==> src/qlec_consts.svh <==
// Purpose: register map, field positions and reset values of the QAM loop/equalizer control bank
// Assumes: one APB word per register, byte address = index * 4
// Notes: indices keep the byte-register numbering of the demodulator map
// Contract
// - coarse_baud_offset is a 12-bit signed read-only word, ppm = 1e6 * value / 4096.
// - baud scan release: 00 frozen, 01 analog AGC lock, 10 all AGC lock.
// - timing loop release bits 3:2: 00 frozen, 01 analog, 10 all AGC, 11 baud lock.
// - sweep starts at signed 100 * start / 256 percent of symbol rate, default FAh.
// - sweep spans +/- 100 * 7-bit span / 256 percent, default 1Ch.
// - sweep adds signed step 100 * increment / 2^24 percent each symbol, default 03h.
// - sweep_freq_offset is 16-bit signed read-only, Hz = front_end_clock * value / 2^16.
// - acquisition carrier gains: 4-bit proportional 0110, 5-bit integral 1Dh, both signed.
// - tracking carrier gains: 4-bit proportional 0101, 5-bit integral 1Eh, both signed.
// - demod_locked_flag bit 0 reads 0 unlocked and after reset, 1 locked.
// - phase_loop_freq_offset is 16-bit signed, Hz = symbol rate * value / 2^16.
// - feed-forward equalizer has 1 + 2 * half length taps, 7-bit field default 0Ah.
// - blind gain code 0 = auto 16, codes 1..8 = 1..128, others reserved.
// - decision forward gain bits 7:4 same coding, code 0 = auto 8.
// - decision feedback gain bits 3:0 same coding, code 0 = auto 8.
// - cable_cnr_metric is 24-bit unsigned, dB = 10 log(2^24 / value).
// - self-manage 1 sequences equalizer itself; 0 follows the manual command bus.
// - leaving full feedback: policy 0 clears feedback taps, policy 1 freezes them.
// - noise_power_estimate is 24-bit unsigned, C/N = 10 log(128 * ref / estimate).
// - constellation_ref_power is 14-bit unsigned reference power of chosen constellation.
// - writing 1 to acquisition_kick restarts terrestrial acquisition, bit returns to 0.
// - hier_layer_select 0 picks high-priority stream, 1 low-priority, default 0.
// - tps autoconfig off 0 uses TPS parameters, 1 uses manual parameter registers.
`ifndef QLEC_CONSTS_SVH
`define QLEC_CONSTS_SVH
`define QLEC_ADDR(ix) ({(ix), 2'b00})
`define QLEC_IX_COARSE 10'h214
`define QLEC_IX_RELEASE 10'h219
`define QLEC_IX_SW_START 10'h230
`define QLEC_IX_SW_SPAN 10'h231
`define QLEC_IX_SW_STEP 10'h232
`define QLEC_IX_SW_FREQ 10'h234
`define QLEC_IX_CARRIER_PROP_GAIN_ACQUIRE 10'h238
`define QLEC_IX_CARRIER_INTEG_GAIN_ACQUIRE 10'h239
`define QLEC_IX_KP_TRK 10'h23A
`define QLEC_IX_KI_TRK 10'h23B
`define QLEC_IX_LOCK 10'h23E
`define QLEC_IX_PH_FREQ 10'h240
`define QLEC_IX_HALF_LEN 10'h260
`define QLEC_IX_CENTER 10'h261
`define QLEC_IX_ADAPT 10'h264
`define QLEC_IX_DFE_GAIN 10'h265
`define QLEC_IX_CNR 10'h26C
`define QLEC_IX_EQ_AUTO 10'h278
`define QLEC_IX_NOISE 10'h2A4
`define QLEC_IX_REF_PWR 10'h2C0
`define QLEC_IX_KICK 10'h2E0
`define QLEC_IX_HIER 10'h2E4
`define QLEC_IX_TPS 10'h2E8
`define QLEC_RST_RELEASE 4'h8
`define QLEC_RST_SW_START 8'hFA
`define QLEC_RST_SW_SPAN 7'h1C
`define QLEC_RST_SW_STEP 6'h03
`define QLEC_RST_CARRIER_PROP_GAIN_ACQUIRE 4'h6
`define QLEC_RST_CARRIER_INTEG_GAIN_ACQUIRE 5'h1D
`define QLEC_RST_KP_TRK 4'h5
`define QLEC_RST_KI_TRK 5'h1E
`define QLEC_RST_HALF_LEN 7'h0A
`define QLEC_RST_CENTER 8'h0B
`define QLEC_RST_EQ_AUTO 2'h3
`define QLEC_AUTO_BLIND 8'h10
`define QLEC_AUTO_DD 8'h08
`define QLEC_BIT_TIM_LO 2
`define QLEC_BIT_POLICY 1
`define QLEC_BIT_SELF 0
`endif

==> src/qlec_pkg.sv <==
// Purpose: shared types of the QAM loop/equalizer control bank
// Assumes: core status arrives on pclk
// Notes: none
`default_nettype none
package qlec_pkg;
  typedef enum logic [1:0] {
    QLEC_EQ_BLIND = 2'b00,
    QLEC_EQ_DD = 2'b01,
    QLEC_EQ_FULL = 2'b10
  } qlec_eq_state_e;
  typedef struct packed {
    logic dd_mode;
    logic init_ffe;
    logic freeze_ffe;
    logic init_dfe;
    logic freeze_dfe;
  } qlec_eq_cmd_s;
  typedef struct packed {
    logic agc_analog_lock;
    logic agc_all_lock;
    logic baud_loop_lock;
    logic eq_blind_conv;
    logic demod_locked;
    logic meas_update;
    logic [11:0] coarse_baud;
    logic [15:0] sweep_freq;
    logic [15:0] phase_freq;
    logic [23:0] cnr;
    logic [23:0] noise;
    logic [13:0] ref_power;
  } qlec_core_stat_s;
  typedef struct packed {
    logic baud_scan_run;
    logic timing_loop_run;
    logic [7:0] sweep_start;
    logic [6:0] sweep_span;
    logic [5:0] sweep_step;
    logic [3:0] prop_gain;
    logic [4:0] integ_gain;
    logic [7:0] ffe_taps;
    logic [7:0] center_tap;
    logic [7:0] blind_gain;
    logic [7:0] dd_ffe_gain;
    logic [7:0] dd_dfe_gain;
    logic hier_lp;
    logic tps_manual;
  } qlec_cfg_s;
endpackage
`default_nettype wire

==> src/qlec_regs.sv <==
// Purpose: APB register bank steering the QAM carrier, timing and equalizer loops
// Assumes: demodulator core runs on pclk, so status needs no synchroniser
// Notes: one wait state on every access so read data leaves a flip-flop
//
// Decided for this implementation: the APB slave port.
`include "qlec_consts.svh"
`default_nettype none
module qlec_regs
  import qlec_pkg::*;
#(
  parameter int AW = 12
)
(
  input wire logic pclk,
  input wire logic presetn,
  input wire logic psel,
  input wire logic penable,
  input wire logic pwrite,
  input wire logic [AW-1:0] paddr,
  input wire logic [31:0] pwdata,
  output logic [31:0] prdata,
  output logic pready,
  output logic pslverr,
  input wire qlec_core_stat_s core_stat,
  input wire qlec_eq_cmd_s eq_manual_bus,
  output qlec_cfg_s loop_cfg,
  output qlec_eq_cmd_s eq_cmd,
  output logic acq_restart
);

  if (AW < 12)
  begin : g_bad_aw
    $error("qlec_regs: AW must be at least 12");
  end

  logic ack;
  logic [3:0] release_sel;
  logic [7:0] sweep_start;
  logic [6:0] sweep_span;
  logic [5:0] sweep_step;
  logic [3:0] kp_acquire;
  logic [4:0] ki_acquire;
  logic [3:0] kp_track;
  logic [4:0] ki_track;
  logic [6:0] half_len;
  logic [7:0] center_tap;
  logic [7:0] adapt_gains;
  logic [3:0] dfe_gain;
  logic [1:0] eq_auto;
  logic hier_lp;
  logic tps_manual;
  logic [11:0] m_coarse;
  logic [15:0] m_sweep;
  logic [15:0] m_phase;
  logic [23:0] m_cnr;
  logic [23:0] m_noise;
  logic [13:0] m_ref;
  logic m_locked;
  qlec_eq_state_e eq_state;
  qlec_eq_state_e next_eq_state;
  qlec_cfg_s next_cfg;
  qlec_eq_cmd_s next_eq_cmd;

  // bus decode
  wire access = psel & penable;
  wire commit = access & ack;
  wire wr = commit & pwrite;
  wire [11:0] a = paddr[11:0];
  wire hi_zero = (AW == 12) ? 1'b1 : ~|(paddr >> 12);
  wire s_coarse = hi_zero & (a == `QLEC_ADDR(`QLEC_IX_COARSE));
  wire s_release = hi_zero & (a == `QLEC_ADDR(`QLEC_IX_RELEASE));
  wire s_sw_start = hi_zero & (a == `QLEC_ADDR(`QLEC_IX_SW_START));
  wire s_sw_span = hi_zero & (a == `QLEC_ADDR(`QLEC_IX_SW_SPAN));
  wire s_sw_step = hi_zero & (a == `QLEC_ADDR(`QLEC_IX_SW_STEP));
  wire s_sw_freq = hi_zero & (a == `QLEC_ADDR(`QLEC_IX_SW_FREQ));
  wire s_carrier_prop_gain_acquire = hi_zero & (a == `QLEC_ADDR(`QLEC_IX_CARRIER_PROP_GAIN_ACQUIRE));
  wire s_carrier_integ_gain_acquire = hi_zero & (a == `QLEC_ADDR(`QLEC_IX_CARRIER_INTEG_GAIN_ACQUIRE));
  wire s_kp_trk = hi_zero & (a == `QLEC_ADDR(`QLEC_IX_KP_TRK));
  wire s_ki_trk = hi_zero & (a == `QLEC_ADDR(`QLEC_IX_KI_TRK));
  wire s_lock = hi_zero & (a == `QLEC_ADDR(`QLEC_IX_LOCK));
  wire s_ph_freq = hi_zero & (a == `QLEC_ADDR(`QLEC_IX_PH_FREQ));
  wire s_half_len = hi_zero & (a == `QLEC_ADDR(`QLEC_IX_HALF_LEN));
  wire s_center = hi_zero & (a == `QLEC_ADDR(`QLEC_IX_CENTER));
  wire s_adapt = hi_zero & (a == `QLEC_ADDR(`QLEC_IX_ADAPT));
  wire s_dfe_gain = hi_zero & (a == `QLEC_ADDR(`QLEC_IX_DFE_GAIN));
  wire s_cnr = hi_zero & (a == `QLEC_ADDR(`QLEC_IX_CNR));
  wire s_eq_auto = hi_zero & (a == `QLEC_ADDR(`QLEC_IX_EQ_AUTO));
  wire s_noise = hi_zero & (a == `QLEC_ADDR(`QLEC_IX_NOISE));
  wire s_ref = hi_zero & (a == `QLEC_ADDR(`QLEC_IX_REF_PWR));
  wire s_kick = hi_zero & (a == `QLEC_ADDR(`QLEC_IX_KICK));
  wire s_hier = hi_zero & (a == `QLEC_ADDR(`QLEC_IX_HIER));
  wire s_tps = hi_zero & (a == `QLEC_ADDR(`QLEC_IX_TPS));
  wire mapped = s_coarse | s_release | s_sw_start | s_sw_span | s_sw_step | s_sw_freq
    | s_carrier_prop_gain_acquire | s_carrier_integ_gain_acquire | s_kp_trk | s_ki_trk | s_lock | s_ph_freq | s_half_len
    | s_center | s_adapt | s_dfe_gain | s_cnr | s_eq_auto | s_noise | s_ref | s_kick
    | s_hier | s_tps;

  // read mux, narrow fields zero-extended; signed values keep raw bits
  wire [31:0] rd_mux =
    s_coarse ? {20'h00000, m_coarse} :
    s_release ? {28'h0000000, release_sel} :
    s_sw_start ? {24'h000000, sweep_start} :
    s_sw_span ? {25'h0, sweep_span} :
    s_sw_step ? {26'h0, sweep_step} :
    s_sw_freq ? {16'h0000, m_sweep} :
    s_carrier_prop_gain_acquire ? {28'h0000000, kp_acquire} :
    s_carrier_integ_gain_acquire ? {27'h0, ki_acquire} :
    s_kp_trk ? {28'h0000000, kp_track} :
    s_ki_trk ? {27'h0, ki_track} :
    s_lock ? {31'h0, m_locked} :
    s_ph_freq ? {16'h0000, m_phase} :
    s_half_len ? {25'h0, half_len} :
    s_center ? {24'h000000, center_tap} :
    s_adapt ? {24'h000000, adapt_gains} :
    s_dfe_gain ? {28'h0000000, dfe_gain} :
    s_cnr ? {8'h00, m_cnr} :
    s_eq_auto ? {30'h0, eq_auto} :
    s_noise ? {8'h00, m_noise} :
    s_ref ? {18'h0, m_ref} :
    s_hier ? {31'h0, hier_lp} :
    s_tps ? {31'h0, tps_manual} :
    32'h00000000;

  assign pready = commit;
  assign pslverr = commit & ~mapped;

  // first access cycle latches read data, second completes
  always_ff @(posedge pclk or negedge presetn)
  begin
    if (!presetn)
    begin
      ack <= 1'b0;
      prdata <= 32'h00000000;
    end
    else
    begin
      ack <= access & ~ack;
      if (access & ~ack & ~pwrite)
      begin
        prdata <= rd_mux;
      end
    end
  end

  // software-written controls
  always_ff @(posedge pclk or negedge presetn)
  begin
    if (!presetn)
    begin
      release_sel <= `QLEC_RST_RELEASE;
      sweep_start <= `QLEC_RST_SW_START;
      sweep_span <= `QLEC_RST_SW_SPAN;
      sweep_step <= `QLEC_RST_SW_STEP;
      kp_acquire <= `QLEC_RST_CARRIER_PROP_GAIN_ACQUIRE;
      ki_acquire <= `QLEC_RST_CARRIER_INTEG_GAIN_ACQUIRE;
      kp_track <= `QLEC_RST_KP_TRK;
      ki_track <= `QLEC_RST_KI_TRK;
      half_len <= `QLEC_RST_HALF_LEN;
      center_tap <= `QLEC_RST_CENTER;
      adapt_gains <= 8'h00;
      dfe_gain <= 4'h0;
      eq_auto <= `QLEC_RST_EQ_AUTO;
      hier_lp <= 1'b0;
      tps_manual <= 1'b0;
    end
    else if (wr)
    begin
      if (s_release)
      begin
        release_sel <= pwdata[3:0];
      end
      if (s_sw_start)
      begin
        sweep_start <= pwdata[7:0];
      end
      if (s_sw_span)
      begin
        sweep_span <= pwdata[6:0];
      end
      if (s_sw_step)
      begin
        sweep_step <= pwdata[5:0];
      end
      if (s_carrier_prop_gain_acquire)
      begin
        kp_acquire <= pwdata[3:0];
      end
      if (s_carrier_integ_gain_acquire)
      begin
        ki_acquire <= pwdata[4:0];
      end
      if (s_kp_trk)
      begin
        kp_track <= pwdata[3:0];
      end
      if (s_ki_trk)
      begin
        ki_track <= pwdata[4:0];
      end
      if (s_half_len)
      begin
        half_len <= pwdata[6:0];
      end
      // no clamp against the ffe length: software keeps it in range
      if (s_center)
      begin
        center_tap <= pwdata[7:0];
      end
      if (s_adapt)
      begin
        adapt_gains <= pwdata[7:0];
      end
      if (s_dfe_gain)
      begin
        dfe_gain <= pwdata[3:0];
      end
      if (s_eq_auto)
      begin
        eq_auto <= pwdata[1:0];
      end
      if (s_hier)
      begin
        hier_lp <= pwdata[0];
      end
      if (s_tps)
      begin
        tps_manual <= pwdata[0];
      end
    end
  end

  // kick is never stored, so the bit always reads back as 0
  always_ff @(posedge pclk or negedge presetn)
  begin
    if (!presetn)
    begin
      acq_restart <= 1'b0;
    end
    else
    begin
      acq_restart <= wr & s_kick & pwdata[0];
    end
  end

  // measurements move together on the core's update strobe; the lock flag is sampled every cycle
  always_ff @(posedge pclk or negedge presetn)
  begin
    if (!presetn)
    begin
      m_coarse <= 12'h000;
      m_sweep <= 16'h0000;
      m_phase <= 16'h0000;
      m_cnr <= 24'h000000;
      m_noise <= 24'h000000;
      m_ref <= 14'h0000;
      m_locked <= 1'b0;
    end
    else
    begin
      m_locked <= core_stat.demod_locked;
      if (core_stat.meas_update)
      begin
        m_coarse <= core_stat.coarse_baud;
        m_sweep <= core_stat.sweep_freq;
        m_phase <= core_stat.phase_freq;
        m_cnr <= core_stat.cnr;
        m_noise <= core_stat.noise;
        m_ref <= core_stat.ref_power;
      end
    end
  end

  // power-of-two gain coding; reserved codes fall back to the automatic gain
  function automatic logic [7:0] gain_decode(input logic [3:0] code, input logic [7:0] auto_g);
    logic [7:0] g;
    g = auto_g;
    if (code != 4'h0 && code <= 4'h8)
    begin
      g = 8'h01 << (code - 4'h1);
    end
    return g;
  endfunction

  wire [1:0] baud_sel = release_sel[1:0];
  wire [1:0] tim_sel = release_sel[`QLEC_BIT_TIM_LO+:2];
  wire baud_run =
    (baud_sel == 2'b01) ? core_stat.agc_analog_lock :
    (baud_sel == 2'b10) ? core_stat.agc_all_lock :
    1'b0;
  wire tim_run =
    (tim_sel == 2'b01) ? core_stat.agc_analog_lock :
    (tim_sel == 2'b10) ? core_stat.agc_all_lock :
    (tim_sel == 2'b11) ? core_stat.baud_loop_lock :
    1'b0;
  wire self_manage = eq_auto[`QLEC_BIT_SELF];
  wire freeze_policy = eq_auto[`QLEC_BIT_POLICY];
  wire leave_full = (eq_state == QLEC_EQ_FULL) & (next_eq_state != QLEC_EQ_FULL);

  always_comb
  begin
    next_cfg = '0;
    next_cfg.baud_scan_run = baud_run;
    next_cfg.timing_loop_run = tim_run;
    next_cfg.sweep_start = sweep_start;
    next_cfg.sweep_span = sweep_span;
    next_cfg.sweep_step = sweep_step;
    next_cfg.prop_gain = m_locked ? kp_track : kp_acquire;
    next_cfg.integ_gain = m_locked ? ki_track : ki_acquire;
    next_cfg.ffe_taps = {half_len, 1'b1};
    next_cfg.center_tap = center_tap;
    next_cfg.blind_gain = gain_decode(adapt_gains[3:0], `QLEC_AUTO_BLIND);
    next_cfg.dd_ffe_gain = gain_decode(adapt_gains[7:4], `QLEC_AUTO_DD);
    next_cfg.dd_dfe_gain = gain_decode(dfe_gain, `QLEC_AUTO_DD);
    next_cfg.hier_lp = hier_lp;
    next_cfg.tps_manual = tps_manual;
  end

  // automatic sequence: blind, then decision-directed ffe, then full feedback
  always_comb
  begin
    next_eq_state = eq_state;
    unique case (eq_state)
      QLEC_EQ_BLIND:
      begin
        if (core_stat.eq_blind_conv)
        begin
          next_eq_state = QLEC_EQ_DD;
        end
      end
      QLEC_EQ_DD:
      begin
        if (core_stat.demod_locked)
        begin
          next_eq_state = QLEC_EQ_FULL;
        end
        else if (!core_stat.eq_blind_conv)
        begin
          next_eq_state = QLEC_EQ_BLIND;
        end
      end
      QLEC_EQ_FULL:
      begin
        if (!core_stat.demod_locked)
        begin
          next_eq_state = QLEC_EQ_BLIND;
        end
      end
      default:
      begin
        next_eq_state = QLEC_EQ_BLIND;
      end
    endcase
    if (!self_manage)
    begin
      next_eq_state = QLEC_EQ_BLIND;
    end
  end

  always_comb
  begin
    next_eq_cmd = '0;
    if (self_manage)
    begin
      next_eq_cmd.dd_mode = (next_eq_state != QLEC_EQ_BLIND);
      next_eq_cmd.init_dfe = leave_full & ~freeze_policy;
      next_eq_cmd.freeze_dfe = (next_eq_state != QLEC_EQ_FULL) & freeze_policy;
    end
    else
    begin
      next_eq_cmd = eq_manual_bus;
    end
  end

  always_ff @(posedge pclk or negedge presetn)
  begin
    if (!presetn)
    begin
      eq_state <= QLEC_EQ_BLIND;
      loop_cfg <= '0;
      eq_cmd <= '0;
    end
    else
    begin
      eq_state <= next_eq_state;
      loop_cfg <= next_cfg;
      eq_cmd <= next_eq_cmd;
    end
  end

endmodule // qlec_regs
`default_nettype wire

==> config.mk <==
export PLATFORM = sky130hd
export DESIGN_NAME = qlec_regs
export DESIGN_NICKNAME = d
export VERILOG_FILES = /design/src/qlec_pkg.sv /design/src/qlec_regs.sv
export VERILOG_INCLUDE_DIRS = /design/src
export SDC_FILE = /design/constraint.sdc
export NUM_CORES = 1
export LEC_CHECK = 0
export ABC_AREA = 1
export BUFFER_PORTS_ARGS = -buffer_cell sky130_fd_sc_hd__clkbuf_2
export CORE_MARGIN = 2
export CORE_UTILIZATION = 30
export DETAILED_ROUTE_END_ITERATION = 10
export PLACE_DENSITY = 0.48
export SYNTH_ARGS = -nofsm -noshare
export SYNTH_HDL_FRONTEND = slang
export SYNTH_SLANG_ARGS = --single-unit
==> constraint.sdc <==
create_clock -name pclk -period 1.97 [get_ports pclk]
set_input_delay 0.197 -clock pclk [delete_from_list [all_inputs] [get_ports pclk]]
set_output_delay 0.197 -clock pclk [all_outputs]
set_load 0.005 [all_outputs]
==> impl_metrics.toml <==
[setup_path]
slowest_stage = "or3_4"
path_cells = "nand3_2 -> inv_2 -> o2111ai_1 -> or3_4 -> nor4_4 -> buf_4 -> clkbuf_2"
cp-start-kind = "flip-flop"
crit_path_end_kind = "output pin"
path_delay_family = "simple AND/OR/NAND/NOR gates"
path_buf_inv = 3
crit_fanout = 2
cp.required_ns = 1.77
critPathArrivalTime_ns = 2.00
slowest_delay_ns = 0.39
worstSetupPathType = "reg -> out"

[die]
start_util_pct = 30.2
die-area_um2 = 42500
dieHeight_um = 206
die_x_um = 206
rows = 74
fp.coreArea_um2 = 40600
boundaryPins = 280

[layout]
fin_cells = 2385
layout-drive-gt1-share_pct = 31.2
nNetsFinal = 1993
post-route-util_pct = 43.7
area_growth_pct = 44.5

[sta]
finalSetupViolCount = 1
post-route-period-util_pct = 112
fin_ws_ns = -0.227
worst_pin_slew_ns = 0.674
finalMaxSlewViolations = 0
fin_skew_ns = 0.0191
max_freq_mhz = 455
relSlewSlack_pct = 55.0
layout_min_cycle_time_ns = 2.20
grt_setup_unrepaired = "true"
hold_viol = 0

[synth]
syn_avg_cell_area_um2 = 9.25
ys_ff_latch = 288
synth_warnings = 0
netlist_area_um2 = 12300
synth-async-reset-ratio_pct = 100
synth_most_common_cell = "nand2_1"
ys.flop_type = "dfrtp_1"
ys_top_cells_by_area = "dfrtp_1 52%, nand2_1 10%, o21ai_0 7.1%"
synth.top_cell.area_share_pct = 52.5
yosys.area.top_type = "dfrtp_1"
synth_edf_count = 0
yosysUniqueCellTypes = 48
ys_seq_area_share_pct = 59.1
synth_common_cells = "327 x nand2_1, 257 x dfrtp_1, 174 x o21ai_0, 165 x inv_1, 69 x nor2_1"
syn-instance-count = 1325

[power]
p_switching_w = 0.00319
p_per_area_nw_per_um2 = 800
p_total_w = 0.0142
seqPwrFrac_pct = 44.1
comb_power_share_pct = 7.6
p_sw_share_pct = 22.5
clock_power_share_pct = 48.2
p_int_w = 0.0110
p_leak_nw = 8.95
irDropWorstVdd_uv = 530

[status]
violations = "negative setup slack"
status = "finished with violations"

[placement]
hpwl_um = 29900
io_buffers = 247
gp_congestion = 0.845
dp.cells = 2193

[drt]
drcViolationCount = 0
drt_wl_total_um = 40500
via_count = 10700
drt-initial-drc-count = 596
drt_pass1_iterations = 5
avgRoutedWirePerCell_um = 17.0
via_per_inst = 4.50
final_antenna_net_count = 0

[global_route]
grt_max_degree = 79
grt_use_total_pct = 19.5
antenna_found_initial = 3
grt_first_pass_wirelength_um = 62900
overflow = 0
first_global_vias = 10900

[cts]
cts_root_buf = "clkbuf_16"
cts_tree = "built"
cts_buffers = 35
clock_sinks = 288
clock_latency_ns = 0.54
cts_htree_levels = 2
cts_buffer_depth = 3
clk_pin_slew_worst_paths_ns = 0.06

[min_path]
hold_class = "in -> reg"

[job]
drv_cap = 0
-- sequential cells by signal, summed over array words and instances (netlist names), 4 cells and up --
signal and count:
adapt_gains 8, prdata 24, ki_track 5, half_len 7, sweep_start 8, eq_cmd 5
dfe_gain 4, center_tap 8, m_cnr 24, m_sweep 16, sweep_span 7, m_coarse 12
sweep_step 6, kp_track 4, release_sel 4, ki_acquire 5, m_phase 16, loop_cfg 74
m_noise 24, kp_acquire 4, m_ref 14
-- worst register-to-register path, stage by stage, from the launching register on --
cell and delay, ns:
dfrtp_1 0.40, o211ai_1 0.28, o2111ai_2 0.19, o21ai_1 0.12, nand2_1 0.06, o211ai_1 0.13
nand3_1 0.17, o21bai_2 0.18, nand2_1 0.08, a21oi_1 0.12, nor2_1 0.05
-- power groups by stage --
| stage | clock network [W] | logic [W] | registers [W] |
|---|---|---|---|
| final | 0.00683 | 0.00108 | 0.00625 |
| after global routing | 0.00731 | 0.00122 | 0.00627 |
| after CTS | 0.00703 | 0.00109 | 0.00625 |
| after detailed placement | 0 | 0.000884 | 0.00635 |
| after global placement | 0 | 0.000872 | 0.00635 |
| after floorplan | 0 | 0.000373 | 0.00631 |
-- placed cells by master, fill, tap and decap left out, drive strengths merged, types with 11 or more instances in the layout --
cell type,netlist,routed
a21oi,52,52
buf,17,138
clkbuf,33,295
dfrtp,257,257
dfstp,31,31
dlygate4sd3,0,125
inv,173,173
mux2,47,47
nand2,333,333
nand3,31,31
nor2,84,84
nor3,16,16
o211ai,11,11
o21ai,177,177
o22ai,18,18
-- routing by layer --
layer	track usage (%)	vias up	part of all wire [%]	wire, um
li1	-	5281	-	-
met1	26.0	5087	44	18000
met2	31.9	293	47	19200
met3	4.45	55	5.9	2400
met4	5.10	6	2.1	870
met5	0	-	0.086	35
-- repair_timing --
action,CTS,global route
hold buffers,125,0
hold endpoints to repair,332,0
setup endpoints to repair,2,8
pin swaps,1,6
resized for setup,11,23
setup buffers,1,3
-- area by class of cell --
class                   instances  area, um2
fillers                      4004      22800
flip-flops and latches        288       7250
multi-input cells             819       4260
repair buffers                508       3660
clock buffers                  50       1030
well taps                     532        666
inverters                     175        658
clock inverters                12        193
diodes                          1       2.50
-- logic make-up after synthesis --
group	share of synthesized area (%)
other	0.0613
and+or+nand+nor	16.7
DFF	59.1
buffers and inverters	7.32
muxes	4.40
AOI/OAI and AO/OA	12.4
-- per-stage QoR --
step	cell area, um2	setup TNS [ns]	hold WS [ns]	worst slack, ns
final	17700	-0.227	0.118	-0.227
after global routing	17700	-0.950	0.103	-0.399
after CTS	17600	-0.308	0.0958	-0.308
after detailed placement	15100	-5.56	0.129	-0.583
after global placement	15100	-5.16	0.130	-0.539
after floorplan	12300	-0.0343	-0.0986	-0.0343
-- worst paths after layout --
| path | from | endpoint | slack, ns | cells after the start |
|---|---|---|---|---|
| worst max register to register | m_noise[4]$_DFFE_PN0P_ | prdata[4]$_DFFE_PN0P_ | 0.07 | 10 |
| max in group asynchronous | presetn | adapt_gains[7]$_DFFE_PN0P_ | 1.10 | 3 |
| min in group asynchronous | presetn | loop_cfg[34]$_DFF_PN0_ | 0.14 | 2 |
| worst min register to register | sweep_start[7]$_DFFE_PN1P_ | loop_cfg[71]$_DFF_PN0_ | 0.39 | 0 |
| worst max-delay path | ack$_DFF_PN0_ | pslverr | -0.23 | 7 |
| worst min-delay path | pwdata[7] | center_tap[7]$_DFFE_PN0P_ | 0.12 | 3 |
No activity file was read; power rests on OpenSTA's default activity.
